File: src/design/olpr_pkg.sv
package olpr_pkg;
  localparam int          ADDR_W         = 8;
  localparam logic [7:0]  OFF_PERIOD_CUR = 8'h1c;
  localparam logic [7:0]  OFF_CTRL_HEAD  = 8'h20;
  localparam logic [7:0]  OFF_CTRL_CUR   = 8'h24;
  localparam int          PTR_LSB        = 4;
  localparam int          PTR_MSB        = 31;
  localparam logic [27:0] PTR_RESET      = 28'h0000000;
  localparam logic [3:0]  RSVD_BITS      = 4'h0;
  localparam logic [31:0] UNMAPPED_DATA  = 32'h00000000;
endpackage

File: src/design/olpr_ptr_reg.sv
`timescale 1ns/100ps
// One 16-byte-aligned pointer register, loaded by the list engine
module olpr_ptr_reg (
  input  wire logic        clk_sys,
  input  wire logic        rstSync_n,
  input  wire logic        loadEn,
  input  wire logic [31:0] loadVal,
  output logic      [27:0] ptr_q
);
  import olpr_pkg::*;

  always_ff @(posedge clk_sys or negedge rstSync_n) begin
    if (!rstSync_n) begin
      ptr_q <= PTR_RESET;
    end else if (loadEn) begin
      // Low four address bits dropped: descriptors are 16-byte aligned
      ptr_q <= loadVal[PTR_MSB:PTR_LSB];
    end
  end
endmodule

File: src/design/olpr_list_pointer_regs.sv
`timescale 1ns/100ps
module olpr_list_pointer_regs (
  input  wire logic                  clk_sys,
  input  wire logic                  arst_n,
  input  wire logic                  rdEn,
  input  wire logic [olpr_pkg::ADDR_W-1:0] rdAddr,
  output logic      [31:0]           rdData_q,
  output logic                       rdValid_q,
  input  wire logic                  periodicDone,
  input  wire logic [31:0]           periodicNextPtr,
  input  wire logic                  hccaInitLoad,
  input  wire logic [31:0]           hccaCtrlHead,
  input  wire logic                  ctrlListStart,
  input  wire logic                  ctrlAdvance,
  input  wire logic [31:0]           ctrlNextPtr,
  output logic      [31:0]           ctrlFetchAddr_q
);
  import olpr_pkg::*;

  logic        rstMeta_q;
  logic        rstSync_n;
  logic [27:0] periodicPtr;
  logic [27:0] ctrlHeadPtr;
  logic [27:0] ctrlCurPtr;
  logic        ctrlCurLoad;
  logic [31:0] ctrlCurVal;

  function automatic logic [31:0] ptr_word(input logic [27:0] p);
    return {p, RSVD_BITS};
  endfunction

  // Reset asserts asynchronously but releases through two flops
  always_ff @(posedge clk_sys or negedge arst_n) begin
    if (!arst_n) begin
      rstMeta_q <= 1'b0;
      rstSync_n <= 1'b0;
    end else begin
      rstMeta_q <= 1'b1;
      rstSync_n <= rstMeta_q;
    end
  end

  olpr_ptr_reg uPeriodic (
    .clk_sys   (clk_sys),
    .rstSync_n (rstSync_n),
    .loadEn    (periodicDone),
    .loadVal   (periodicNextPtr),
    .ptr_q     (periodicPtr)
  );

  olpr_ptr_reg uCtrlHead (
    .clk_sys   (clk_sys),
    .rstSync_n (rstSync_n),
    .loadEn    (hccaInitLoad),
    .loadVal   (hccaCtrlHead),
    .ptr_q     (ctrlHeadPtr)
  );

  // List start beats advance: a new walk always begins at the head
  assign ctrlCurLoad = ctrlListStart | ctrlAdvance;
  assign ctrlCurVal  = ctrlListStart ? ptr_word(ctrlHeadPtr) : ctrlNextPtr;

  olpr_ptr_reg uCtrlCur (
    .clk_sys   (clk_sys),
    .rstSync_n (rstSync_n),
    .loadEn    (ctrlCurLoad),
    .loadVal   (ctrlCurVal),
    .ptr_q     (ctrlCurPtr)
  );

  // Registered so the fetch port sees a flop, never the start/advance mux
  always_ff @(posedge clk_sys or negedge rstSync_n) begin
    if (!rstSync_n) begin
      ctrlFetchAddr_q <= UNMAPPED_DATA;
    end else if (ctrlListStart) begin
      ctrlFetchAddr_q <= ptr_word(ctrlHeadPtr);
    end else if (ctrlAdvance) begin
      ctrlFetchAddr_q <= {ctrlNextPtr[PTR_MSB:PTR_LSB], RSVD_BITS};
    end
  end

  // Read answers one cycle after rdEn; registers are read-only
  // Unmapped offsets answer zero rather than stall, so software never hangs
  always_ff @(posedge clk_sys or negedge rstSync_n) begin
    if (!rstSync_n) begin
      rdData_q  <= UNMAPPED_DATA;
      rdValid_q <= 1'b0;
    end else begin
      rdValid_q <= rdEn;
      if (rdEn) begin
        if (rdAddr == OFF_PERIOD_CUR) begin
          rdData_q <= ptr_word(periodicPtr);
        end else if (rdAddr == OFF_CTRL_HEAD) begin
          rdData_q <= ptr_word(ctrlHeadPtr);
        end else if (rdAddr == OFF_CTRL_CUR) begin
          rdData_q <= ptr_word(ctrlCurPtr);
        end else begin
          rdData_q <= UNMAPPED_DATA;
        end
      end
    end
  end

  // Pointer stores drop bits 3:0, so the load checks compare the upper field only
  property p_periodic_update;
    @(posedge clk_sys) disable iff (!rstSync_n)
      periodicDone |=> periodicPtr == $past(periodicNextPtr[PTR_MSB:PTR_LSB]);
  endproperty
  a_periodic_update: assert property (p_periodic_update) else $error("periodic pointer not updated");

  property p_periodic_hold;
    @(posedge clk_sys) disable iff (!rstSync_n)
      !periodicDone |=> $stable(periodicPtr);
  endproperty
  a_periodic_hold: assert property (p_periodic_hold) else $error("periodic pointer changed without event");

  property p_read_periodic;
    @(posedge clk_sys) disable iff (!rstSync_n)
      (rdEn && rdAddr == OFF_PERIOD_CUR) |=> rdValid_q && rdData_q == {$past(periodicPtr), RSVD_BITS};
  endproperty
  a_read_periodic: assert property (p_read_periodic) else $error("periodic read wrong");

  property p_read_head;
    @(posedge clk_sys) disable iff (!rstSync_n)
      (rdEn && rdAddr == OFF_CTRL_HEAD) |=> rdData_q == {$past(ctrlHeadPtr), RSVD_BITS};
  endproperty
  a_read_head: assert property (p_read_head) else $error("control head read wrong");

  property p_read_cur;
    @(posedge clk_sys) disable iff (!rstSync_n)
      (rdEn && rdAddr == OFF_CTRL_CUR) |=> rdData_q == {$past(ctrlCurPtr), RSVD_BITS};
  endproperty
  a_read_cur: assert property (p_read_cur) else $error("control current read wrong");

  property p_head_load;
    @(posedge clk_sys) disable iff (!rstSync_n)
      hccaInitLoad |=> ctrlHeadPtr == $past(hccaCtrlHead[PTR_MSB:PTR_LSB]);
  endproperty
  a_head_load: assert property (p_head_load) else $error("head not loaded from HCCA");

  property p_walk_start;
    @(posedge clk_sys) disable iff (!rstSync_n)
      ctrlListStart |=> ctrlFetchAddr_q == {$past(ctrlHeadPtr), RSVD_BITS} && ctrlCurPtr == $past(ctrlHeadPtr);
  endproperty
  a_walk_start: assert property (p_walk_start) else $error("walk did not start at head");

  property p_low_zero;
    @(posedge clk_sys) disable iff (!rstSync_n)
      rdValid_q |-> rdData_q[PTR_LSB-1:0] == RSVD_BITS;
  endproperty
  a_low_zero: assert property (p_low_zero) else $error("reserved bits not zero");

  property p_head_hold;
    @(posedge clk_sys) disable iff (!rstSync_n)
      !hccaInitLoad |=> $stable(ctrlHeadPtr);
  endproperty
  a_head_hold: assert property (p_head_hold) else $error("control head changed without init load");

  property p_ctrl_advance;
    @(posedge clk_sys) disable iff (!rstSync_n)
      (ctrlAdvance && !ctrlListStart) |=> ctrlCurPtr == $past(ctrlNextPtr[PTR_MSB:PTR_LSB]);
  endproperty
  a_ctrl_advance: assert property (p_ctrl_advance) else $error("control current not advanced");

  property p_cur_hold;
    @(posedge clk_sys) disable iff (!rstSync_n)
      !(ctrlListStart || ctrlAdvance) |=> $stable(ctrlCurPtr);
  endproperty
  a_cur_hold: assert property (p_cur_hold) else $error("control current changed without event");

  // Fetch address and current pointer share their load events, so they never diverge
  property p_fetch_tracks_cur;
    @(posedge clk_sys) disable iff (!rstSync_n)
      ctrlFetchAddr_q == {ctrlCurPtr, RSVD_BITS};
  endproperty
  a_fetch_tracks_cur: assert property (p_fetch_tracks_cur) else $error("fetch address differs from current");

  property p_fetch_hold;
    @(posedge clk_sys) disable iff (!rstSync_n)
      !(ctrlListStart || ctrlAdvance) |=> $stable(ctrlFetchAddr_q);
  endproperty
  a_fetch_hold: assert property (p_fetch_hold) else $error("fetch address changed without event");

  property p_valid_follows;
    @(posedge clk_sys) disable iff (!rstSync_n)
      rdEn |=> rdValid_q;
  endproperty
  a_valid_follows: assert property (p_valid_follows) else $error("read not answered");

  property p_valid_idle;
    @(posedge clk_sys) disable iff (!rstSync_n)
      !rdEn |=> !rdValid_q;
  endproperty
  a_valid_idle: assert property (p_valid_idle) else $error("read valid without request");

  property p_data_hold;
    @(posedge clk_sys) disable iff (!rstSync_n)
      !rdEn |=> $stable(rdData_q);
  endproperty
  a_data_hold: assert property (p_data_hold) else $error("read data changed without request");

  property p_read_unmapped;
    @(posedge clk_sys) disable iff (!rstSync_n)
      (rdEn && rdAddr != OFF_PERIOD_CUR && rdAddr != OFF_CTRL_HEAD && rdAddr != OFF_CTRL_CUR)
      |=> rdData_q == UNMAPPED_DATA;
  endproperty
  a_read_unmapped: assert property (p_read_unmapped) else $error("unmapped read not zero");

  property p_reset_values;
    @(posedge clk_sys) disable iff (!rstSync_n)
      $rose(rstSync_n) |-> periodicPtr == PTR_RESET && ctrlHeadPtr == PTR_RESET
      && ctrlCurPtr == PTR_RESET && !rdValid_q;
  endproperty
  a_reset_values: assert property (p_reset_values) else $error("pointers not zero after reset");
endmodule

File: config.mk
export PLATFORM = sky130hd
export DESIGN_NAME = olpr_list_pointer_regs
export DESIGN_NICKNAME = d
export VERILOG_FILES = /design/src/design/olpr_pkg.sv /design/src/design/olpr_ptr_reg.sv /design/src/design/olpr_list_pointer_regs.sv
export SDC_FILE = /design/constraint.sdc
export NUM_CORES = 1
export LEC_CHECK = 0
export ABC_AREA = 1
export BUFFER_PORTS_ARGS = -buffer_cell sky130_fd_sc_hd__buf_2
export CORE_ASPECT_RATIO = 1.1
export CORE_MARGIN = 2
export CORE_UTILIZATION = 42
export DETAILED_ROUTE_END_ITERATION = 10
export GPL_TIMING_DRIVEN = 0
export PLACE_DENSITY = 0.78
export SYNTH_ARGS = -nofsm -noshare
export SYNTH_HDL_FRONTEND = slang
export SYNTH_SLANG_ARGS = --single-unit
File: constraint.sdc
create_clock -name clk_sys -period 4.15 [get_ports clk_sys]
set_input_delay 0.415 -clock clk_sys [delete_from_list [all_inputs] [get_ports clk_sys]]
set_output_delay 0.415 -clock clk_sys [all_outputs]
set_load 0.02 [all_outputs]
==> results of run 1 <==
path summary, 6_finish.rpt:
path	cells after the start	slack, ns	startpoint	endpoint
max	1	2.73	uCtrlCur.ptr_q[19]$_DFFE_PN0P_	ctrlFetchAddr_q[23]
min	1	0.15	rdEn	rdValid_q$_DFF_PN0_
max reg2reg	1	2.99	rstSync_n$_DFF_PN0_	rdData_q[5]$_DFFE_PN0P_
min reg2reg	0	0.35	rstMeta_q$_DFF_PN0_	rstSync_n$_DFF_PN0_
max in group asynchronous	1	2.99	rstSync_n$_DFF_PN0_	rdData_q[5]$_DFFE_PN0P_
min in group asynchronous	2	0.31	arst_n	rstSync_n$_DFF_PN0_
logic make-up after synthesis:
family | after synthesis
flops | 115
buf+inv | 117
mux | 29
compound gates | 83
other cells | 2
simple gates | 292
area by class of cell:
cell class                      instances  area (um^2)  area share
Timing Repair Buffer                  155          803       0.110
Tap cell                              161          201      0.0276
Clock buffer                           20          447      0.0611
Sequential cell                       115         2880       0.394
Clock inverter                         11          136      0.0187
Inverter                               65          244      0.0334
Buffer                                 52          409      0.0560
Multi-Input combinational cell        413         2180       0.299
sequential cells by signal, indices dropped and copies added (netlist names):
name             flops
rstMeta_q            1
uCtrlCur.ptr_q      28
uCtrlHead.ptr_q     28
rdData_q            28
rdValid_q            1
uPeriodic.ptr_q     28
rstSync_n            1
power by group through the flow:
stage | Clock, W | Combinational (W) | Sequential, W
after detailed placement | 0 | 0.000377 | 0.00130
after global placement | 0 | 0.000355 | 0.00131
after global routing | 0.00152 | 0.000414 | 0.00129
after floorplan | 0 | 0.000186 | 0.00133
after CTS | 0.00147 | 0.000379 | 0.00128
final | 0.00145 | 0.000377 | 0.00128
cell usage in the layout, fill, tap and decap left out, types with 3 or more instances in the layout:
| master | Yosys | layout |
|---|---|---|
| o21ai_0 | 27 | 27 |
| nand2_1 | 143 | 143 |
| buf_2 | 10 | 163 |
| a21oi_1 | 27 | 27 |
| nand3_2 | 20 | 20 |
| nand3_1 | 92 | 92 |
| clkbuf_1 | 14 | 16 |
| nor2_1 | 29 | 29 |
| dfrtp_1 | 115 | 114 |
| inv_1 | 62 | 62 |
| o22ai_1 | 28 | 28 |
| inv_2 | 3 | 3 |
| bufinv_16 | 0 | 3 |
| nand2_2 | 3 | 3 |
| buf_12 | 5 | 5 |
| nor2_4 | 3 | 3 |
| mux2_2 | 29 | 29 |
| buf_4 | 14 | 14 |
| buf_6 | 9 | 9 |
| clkinv_2 | 0 | 6 |
| clkbuf_16 | 0 | 17 |
| conb_1 | 2 | 9 |
through the flow:
stage,setup slack (ns),utilization,area (um^2),power [W],std cells
global placement,-0.558,0.506,6680,0.00166,959
finish,2.73,0.553,7310,0.00311,992
CTS,2.72,0.553,7310,0.00313,992
detailed placement,2.49,0.508,6710,0.00168,960
global route,2.69,0.553,7310,0.00323,992
floorplan,0.709,-,5710,0.00152,645
cells in the mapped netlist, drive strengths merged:
library cell,count,area share
nand2,146,0.098
a21oi,27,0.024
a31oi,1,0.0011
nand3,112,0.12
o22ai,28,0.031
o21ai,27,0.024
dfrtp,115,0.51
buf,38,0.063
conb,2,0.0013
or2,1,0.0011
clkbuf,14,0.0092
nor2,33,0.026
mux2,29,0.057
inv,65,0.043
per-layer routing:
layer / vias up / part of all wire / global-route usage
li1: 2430 / - / -
met1: 2376 / 0.43 / 0.301
met2: 197 / 0.48 / 0.356
met3: 32 / 0.066 / 0.0539
met4: 0 / 0.026 / 0.0872
met5: - / 0 / 0
repair_timing:
| action | in CTS | in global routing |
|---|---|---|
| buffers inserted | 0 | 0 |
| endpoints found under the setup margin | 0 | 0 |
| endpoints found under the hold margin | 2 | 0 |
| hold buffers | 1 | 0 |
==> reports/results.ini, run 1 <==
[status]
status = completed

[logic_synthesis]
syn_area_um2 = 5690
synth_top_family_by_area = simple AND/OR/NAND/NOR gates
ys_ff_latch = 115
ys_seq_area_frac = 0.506
synthAdderAreaFrac = 0
synth_compound_area_frac = 0.0794
synth_xor_area_frac = 0
synth.avg_cell_area_um2 = 8.92
synth_cells = 638
muxShareOfSynthArea = 0.0574
synthSimpleGateAreaFrac = 0.241
synth_cell_types = 22
ys_warn_count = 0

[power]
p_seq_frac = 0.413
internal_power_w = 0.00231
p_switching_w = 0.000794
irDropWorstVdd_uv = 258
p_leak_nw = 3.83
p_clk_frac = 0.465
p_comb_frac = 0.121
sw_frac_of_total = 0.256
power_density_nw_per_um2 = 425

[finish]
drive_gt1_frac = 0.339
fin_nets = 930
antenna_cells = 0
fillers = 1275
synthToLayoutAreaGrowth_pct = 28.4

[worst_setup_path]
cp-start-kind = register
crit_family = flip-flops
slowest_stage = dfrtp_1
max_stage_delay_ns = 0.42
crit_arrival_ns = 1.01
crit_fanout = 3
worst-path-buf-inv = 1
crit_type = register to output port
path_cells = buf_2
crit_required_ns = 3.73
end_kind = output port

[die]
core_area_um2 = 13200
die_w_um = 115
pin_count = 176
die_area_um2 = 14500
fp.dieH_um = 126
start_util = 0.430
num_rows = 44

[global_routing]
grt_antenna_before_repair = 0
overflow = 0
track_usage = 0.226
grt_pass1_wl_mm = 25.3
grt_pass1_vias = 4995
grt_max_degree = 62

[flow_run]
cap_violations = 0

[timing]
max_clock_freq_ghz = 0.704
setup_viol = 0
hold_viol = 0
timing.final.crit_share = 0.342
worst_slew_pin_slew_ns = 0.711
relSlewSlack = 0.526
rsz0062_at_grt = no
holdWs_ns = 0.152
clock-skew-final_ns = 0.0116
drv_slew = 0
finalCriticalPeriod_ns = 1.42
setup_tns_ns = 0

[drt]
wire_per_inst_um = 15.7
drtIter0Drc = 292
drt.antenna.violating_nets = 0
vias = 5035
dr.pass1.iters = 5
viasPerCell = 5.08
wirelength_mm = 15.6
drc = 0

[clock_network]
cts-root-buf = clkbuf_16
numCtsBuffers = 17
cts_tree = done
htreeDepth = 4
cts_buffer_depth = 2
clkTransAtPathRegs_ns = 0.05
clock_latency_ns = 0.41
cts.sinks = 115
cts_resized = 0

[placed_design]
dp_hpwl_mm = 11.5
gp_congestion = 0.823
portBuffers = 153

[hold_path]
hp-class = input pin to register

(Power assumes the default switching activity.)
==> run 2, diff against run 1 <==
--- a/config.mk
+++ b/config.mk
@@ -12,7 +12,7 @@
 export CORE_UTILIZATION = 42
 export DETAILED_ROUTE_END_ITERATION = 10
 export GPL_TIMING_DRIVEN = 0
-export PLACE_DENSITY = 0.78
+export PLACE_DENSITY = 0.8
 export SYNTH_ARGS = -nofsm -noshare
 export SYNTH_HDL_FRONTEND = slang
 export SYNTH_SLANG_ARGS = --single-unit
==> constraint.sdc (replaced) <==
create_clock -name clk_sys -period 1.3 [get_ports clk_sys]
set_input_delay 0.13 -clock clk_sys [delete_from_list [all_inputs] [get_ports clk_sys]]
set_output_delay 0.13 -clock clk_sys [all_outputs]
set_load 0.02 [all_outputs]
==> run 2 against run 1 <==
Compared with the run above:
- first-iteration DRC count grew 32%
- clock power grew to 3.1 times the previous value
- global-route usage increased by 2.7 points
- highest routed layer unchanged
- hold slack worse by 0.14 ns
- sequential cell count stayed put
- non-clock buffer count rose by 79
==> reports/results.ini, run 2 (synthesis gave the netlist of run 1 again) <==
[global_routing]
overflow = 0  ; unchanged
track_usage = 0.253  ; +0.0272
grt_max_degree = 60  ; -3.2%
grt_util_met1 = 0.314  ; +0.0130
grtUsageMet2 = 0.404  ; +0.0488
met3_usage = 0.0669  ; +0.0130
grt.busiest_layer = met2
grt_pass1_vias = 5644  ; +13%
grt_pass1_wl_mm = 28.1  ; +11%
grt_antenna_before_repair = 1  ; +1

[die]
die_w_um = 115  ; unchanged
fp.dieH_um = 126  ; unchanged
num_rows = 44  ; unchanged
pin_count = 176  ; unchanged
die_area_um2 = 14500  ; unchanged
start_util = 0.430  ; unchanged
core_area_um2 = 13200  ; unchanged

[drt]
wirelength_mm = 17.5  ; +12%
viasPerCell = 5.13  ; +1.1%
dr.pass1.iters = 5  ; unchanged
drtIter0Drc = 384  ; +32%
wire_per_inst_um = 16.3  ; +3.8%
drt.antenna.violating_nets = 0  ; unchanged
vias = 5505  ; +9.3%
drc = 0  ; unchanged

[worst_setup_path]
worst-path-buf-inv = 1  ; unchanged
crit_fanout = 3  ; unchanged
cp-start-kind = register
crit_type = register to output port
end_kind = output port
path_cells = buf_2
max_stage_delay_ns = 0.42  ; about the same
crit_required_ns = 1.17  ; -2.56 ns
slowest_stage = dfrtp_1
crit_family = flip-flops
crit_arrival_ns = 1.02  ; about the same

[finish]
drive_gt1_frac = 0.313  ; -0.0265
final_common_cell = buf_2
synthToLayoutAreaGrowth_pct = 42.3
layout_common_cells = buf_2 (163), nand2_1 (143), dfrtp_1 (114)
instances_no_fill = 1073  ; +8.2%
fillers = 1072  ; -16%
fin_nets = 1009  ; +8.5%

[clock_network]
numCtsBuffers = 17  ; unchanged
cts.sinks = 115  ; unchanged
clock_latency_ns = 0.42  ; about the same
cts_buffer_depth = 2  ; unchanged
htreeDepth = 4  ; unchanged
cts-root-buf = clkbuf_16
cts_resized = 0  ; unchanged
cts_tree = done
clkTransAtPathRegs_ns = 0.06  ; about the same

[flow_run]
cap_violations = 0  ; unchanged

[hold_path]
hp-class = input pin to register

[placed_design]
gp_congestion = 0.834  ; +1.4%
numPlacedInstances = 960  ; unchanged
dp_hpwl_mm = 11.5  ; about the same
portBuffers = 153  ; unchanged

[power]
irDropWorstVdd_uv = 839  ; +230%
p_total_w = 0.0100  ; +220%
power_density_nw_per_um2 = 1240  ; +190%
p_leak_nw = 4.17  ; +8.7%

[timing]
setup_viol = 0  ; unchanged
setup_tns_ns = 0  ; unchanged
worst_slew_pin_slew_ns = 0.547  ; -0.164 ns
drv_slew = 0  ; unchanged
max_clock_freq_ghz = 0.872
hold_viol = 0  ; unchanged
relSlewSlack = 0.635  ; +0.109
timing.final.crit_share = 0.882
finalCriticalPeriod_ns = 1.15
rsz0062_at_grt = no
clock-skew-final_ns = 0.00787  ; -0.00372 ns

[status]
status = completed

-- run 2: cell count changes in the layout (fill, tap and decap cells not counted), sizes merged --
| cell | before | now |
|---|---|---|
| buf | 192 | 193 |
| bufinv | 3 | 2 |
| clkinv | 7 | 9 |
| diode | 0 | 1 |
| dlygate4sd3 | 1 | 79 |
-- run 2: final cells by class --
class / instances / area (um^2) / area share
clock buffer: 20 / 457 / 0.0564
clock inverter: 12 / 113 / 0.0139
buffer: 52 / 409 / 0.0505
tap: 161 / 201 / 0.0249
inverter: 65 / 244 / 0.0301
antenna: 1 / 2.50 / 0.000309
timing repair buffer: 234 / 1600 / 0.198
multi-input combinational: 413 / 2180 / 0.270
sequential: 115 / 2880 / 0.356
-- run 2: worst min-delay path, stage by stage --
cell	delay, ns
buf_2	0.09
nor2_1	0.04
a21oi_1	0.12
-- run 2: path summary, 6_finish.rpt --
check	from	endpoint	slack (ns)	cells after the start
setup reg to reg	rstSync_n$_DFF_PN0_	uPeriodic.ptr_q[4]$_DFFE_PN0P_	0.38	1
hold / removal	ctrlNextPtr[7]	uCtrlCur.ptr_q[3]$_DFFE_PN0P_	0.01	3
max in group asynchronous	rstSync_n$_DFF_PN0_	uPeriodic.ptr_q[4]$_DFFE_PN0P_	0.38	1
setup / recovery	uCtrlCur.ptr_q[22]$_DFFE_PN0P_	ctrlFetchAddr_q[26]	0.15	1
min in group asynchronous	arst_n	rstSync_n$_DFF_PN0_	0.03	2
hold reg to reg	rstSync_n$_DFF_PN0_	uCtrlHead.ptr_q[23]$_DFFE_PN0P_	0.28	0
-- run 2: power breakdown --
group / leakage, nW / switching [W] / internal [W]
Sequential: 1.41 / 0.000219 / 0.00387
Clock: 0.289 / 0.00164 / 0.00288
Combinational: 2.47 / 0.000783 / 0.000650
-- run 2: metal layers --
layer	up-vias	wire length (um)
li1	2596	-
met1	2548	7080
met2	283	8440
met3	78	1210
met4	0	792
met5	-	0
-- run 2: metrics by stage --
stage               area, um^2  hold slack, ns  utilization  setup slack [ns]
finish                    8100          0.0126        0.613             0.154
global route              8100         0.00850        0.613             0.125
CTS                       8070         0.00241        0.611             0.119
detailed placement        6710         -0.0827        0.508            -0.102
global placement          6690         -0.0842        0.506            -0.338
floorplan                 5720          -0.166            -            0.0617
-- run 2: repair_timing --
action | 4_1_cts | 5_1_grt
buffers inserted | 0 | 1
endpoints found under the hold margin | 80 | 0
hold buffers | 79 | 0
setup endpoints to repair | 0 | 7
==> run 3, diff against run 2 <==
==> constraint.sdc (replaced) <==
create_clock -name clk_sys -period 1 [get_ports clk_sys]
set_input_delay 0.1 -clock clk_sys [delete_from_list [all_inputs] [get_ports clk_sys]]
set_output_delay 0.1 -clock clk_sys [all_outputs]
set_load 0.02 [all_outputs]
==> run 3 against run 2 <==
Compared with the run above:
- the run now ends with negative setup slack left
- via count up 8.2%
- hold slack better by 0.031 ns
- utilization up 6.8 points
- register-to-register slack worse by 0.39 ns
- critical endpoint is now ctrlFetchAddr_q[11]
- largest power group unchanged
==> reports/results.ini, run 3 (synthesis gave the netlist of run 1 again) <==
[status]
status = complete, but fails checks
violations = negative setup slack

[global_routing]
grtUsageMet2 = 0.479  ; +0.0740
overflow = 0  ; unchanged
grt_max_degree = 60  ; unchanged
met3_usage = 0.0659  ; -0.000962
track_usage = 0.285  ; +0.0323
grt_pass1_wl_mm = 31.5  ; +12%
grt_pass1_vias = 6108  ; +8.2%
grt_antenna_before_repair = 1  ; unchanged
grt_util_met1 = 0.334  ; +0.0206
grt.busiest_layer = met2

[worst_setup_path]
end_kind = output port
crit_arrival_ns = 1.01  ; about the same
worst-path-buf-inv = 1  ; unchanged
crit_required_ns = 0.90  ; -0.27 ns
crit_family = flip-flops
path_cells = buf_6
crit_type = register to output port
r2r_cells = 5  ; +4
crit_fanout = 2  ; -1
max_stage_delay_ns = 0.43  ; about the same
path_depth = 1  ; unchanged
cp-start-kind = register
slowest_stage = dfrtp_1

[clock_network]
cts_tree = done
htreeDepth = 4  ; unchanged
cts.sinks = 115  ; unchanged
clock_latency_ns = 0.42  ; about the same
cts-root-buf = clkbuf_16
cts_buffer_depth = 2  ; unchanged
numCtsBuffers = 17  ; unchanged
clkTransAtPathRegs_ns = 0.06  ; about the same

[power]
internal_power_w = 0.00998  ; +35%
p_switching_w = 0.00367  ; +39%
p_leak_nw = 4.62  ; +11%
irDropWorstVdd_uv = 1160  ; +38%
p_clk_frac = 0.433  ; -0.017
p_seq_frac = 0.390  ; -0.017
power_density_nw_per_um2 = 1520  ; +22%
sw_frac_of_total = 0.269  ; +0.00612
p_comb_frac = 0.177  ; +0.034

[finish]
fin_nets = 1065  ; +5.6%
synthToLayoutAreaGrowth_pct = 58.2
layout_common_cells = nand2_1 (139), dfrtp_1 (114), buf_2 (106)
drive_gt1_frac = 0.371  ; +0.0584
final_util = 0.681  ; +0.0685
final_common_cell = nand2_1
instances_no_fill = 1130  ; +5.3%
fillers = 957  ; -11%

[placed_design]
numPlacedInstances = 960  ; unchanged
gp_congestion = 0.834  ; unchanged
portBuffers = 153  ; unchanged
dp_hpwl_mm = 11.5  ; unchanged

[timing]
setup_viol = 59  ; +59
rsz0062_at_grt = yes
finalCriticalPeriod_ns = 1.11
drv_slew = 0  ; unchanged
holdWs_ns = 0.0434  ; +0.0308 ns
max_clock_freq_ghz = 0.903
hold_viol = 0  ; unchanged
timing.final.crit_share = 1.11
worst_slew_pin_slew_ns = 0.553  ; +0.00591 ns
setup_slack_ns = -0.108  ; -0.261 ns
setup_tns_ns = -3.18  ; -3.18 ns
relSlewSlack = 0.631  ; -0.00394
clock-skew-final_ns = 0.00938  ; +0.00151 ns

[drt]
viasPerCell = 5.27  ; +2.8%
drtIter0Drc = 603  ; +57%
dr.pass1.iters = 8  ; +3
wire_per_inst_um = 18.4  ; +13%
vias = 5958  ; +8.2%
drc = 0  ; unchanged
wirelength_mm = 20.8  ; +19%
drt.antenna.violating_nets = 0  ; unchanged

[die]
num_rows = 44  ; unchanged
pin_count = 176  ; unchanged
die_w_um = 115  ; unchanged
core_area_um2 = 13200  ; unchanged
die_area_um2 = 14500  ; unchanged
fp.dieH_um = 126  ; unchanged
start_util = 0.430  ; unchanged

[flow_run]
cap_violations = 0  ; unchanged

[hold_path]
worstHoldPathCells = 3  ; unchanged
hp-class = input pin to register

run 3: changes by cell type in the layout (fill, tap and decap cells not counted), sizes merged:
cell         previous run  this run
buf                   193       242
diode                   1         2
dlygate4sd3            79        86
run 3: per-stage QoR:
step / total power (W) / setup slack [ns] / instance area [um^2]
after floorplan: 0.00630 / -0.238 / 5720
after global placement: 0.00690 / -0.638 / 6690
after detailed placement: 0.00696 / -0.372 / 6710
after CTS: 0.0135 / -0.0873 / 8800
after global routing: 0.0141 / -0.105 / 9000
final: 0.0137 / -0.108 / 9000
run 3: path summary, 6_finish.rpt:
check | startpoint | end | slack [ns]
worst max-delay path | uCtrlCur.ptr_q[7]$_DFFE_PN0P_ | ctrlFetchAddr_q[11] | -0.11
worst min-delay path | ctrlNextPtr[30] | uCtrlCur.ptr_q[26]$_DFFE_PN0P_ | 0.04
worst min register to register | rstSync_n$_DFF_PN0_ | uCtrlCur.ptr_q[1]$_DFFE_PN0P_ | 0.22
max in group asynchronous | rstSync_n$_DFF_PN0_ | rdData_q[9]$_DFFE_PN0P_ | 0.20
min in group asynchronous | rstSync_n$_DFF_PN0_ | uCtrlCur.ptr_q[1]$_DFFE_PN0P_ | 0.22
worst max register to register | uCtrlCur.ptr_q[3]$_DFFE_PN0P_ | rdData_q[7]$_DFFE_PN0P_ | -0.01
run 3: cell type report:
cell class / count / area (um^2) / area share
plain buffers: 52 / 414 / 0.0460
diodes: 2 / 5.00 / 0.000556
clock buffers: 20 / 457 / 0.0507
well taps: 161 / 201 / 0.0224
multi-input cells: 413 / 2280 / 0.253
repair buffers: 290 / 2410 / 0.267
clock inverters: 12 / 113 / 0.0125
flip-flops and latches: 115 / 2880 / 0.320
inverters: 65 / 244 / 0.0271
run 3: timing repair:
action                                 4_1_cts  5_1_grt
pin swaps                                    0       16
endpoints found under the hold margin       86        0
gates resized for setup                    114       29
setup endpoints to repair                  116      139
setup buffers                               38       12
hold buffers                                86        0
run 3: power by group through the flow:
stage / clock, W / sequential [W] / combinational [W]
3_5_place_dp: 0 / 0.00540 / 0.00156
6_report: 0.00591 / 0.00532 / 0.00242
2_1_floorplan: 0 / 0.00553 / 0.000771
5_1_grt: 0.00617 / 0.00535 / 0.00258
3_3_place_gp: 0 / 0.00543 / 0.00147
4_1_cts: 0.00593 / 0.00530 / 0.00226
run 3: per-layer routing:
metal  up-vias  share of wire
met4         0          0.055
met2       372           0.50
met1      2789           0.37
li1       2707              -
met3        90          0.068
met5         -              0
run 3: tightest hold or removal path: cells and delay by family:
| kind | cells | cell delay [ns] |
|---|---|---|
| and+or+nand+nor | 1 | 0.05 |
| buffers and inverters | 1 | 0.10 |
| AOI/OAI and AO/OA | 1 | 0.16 |
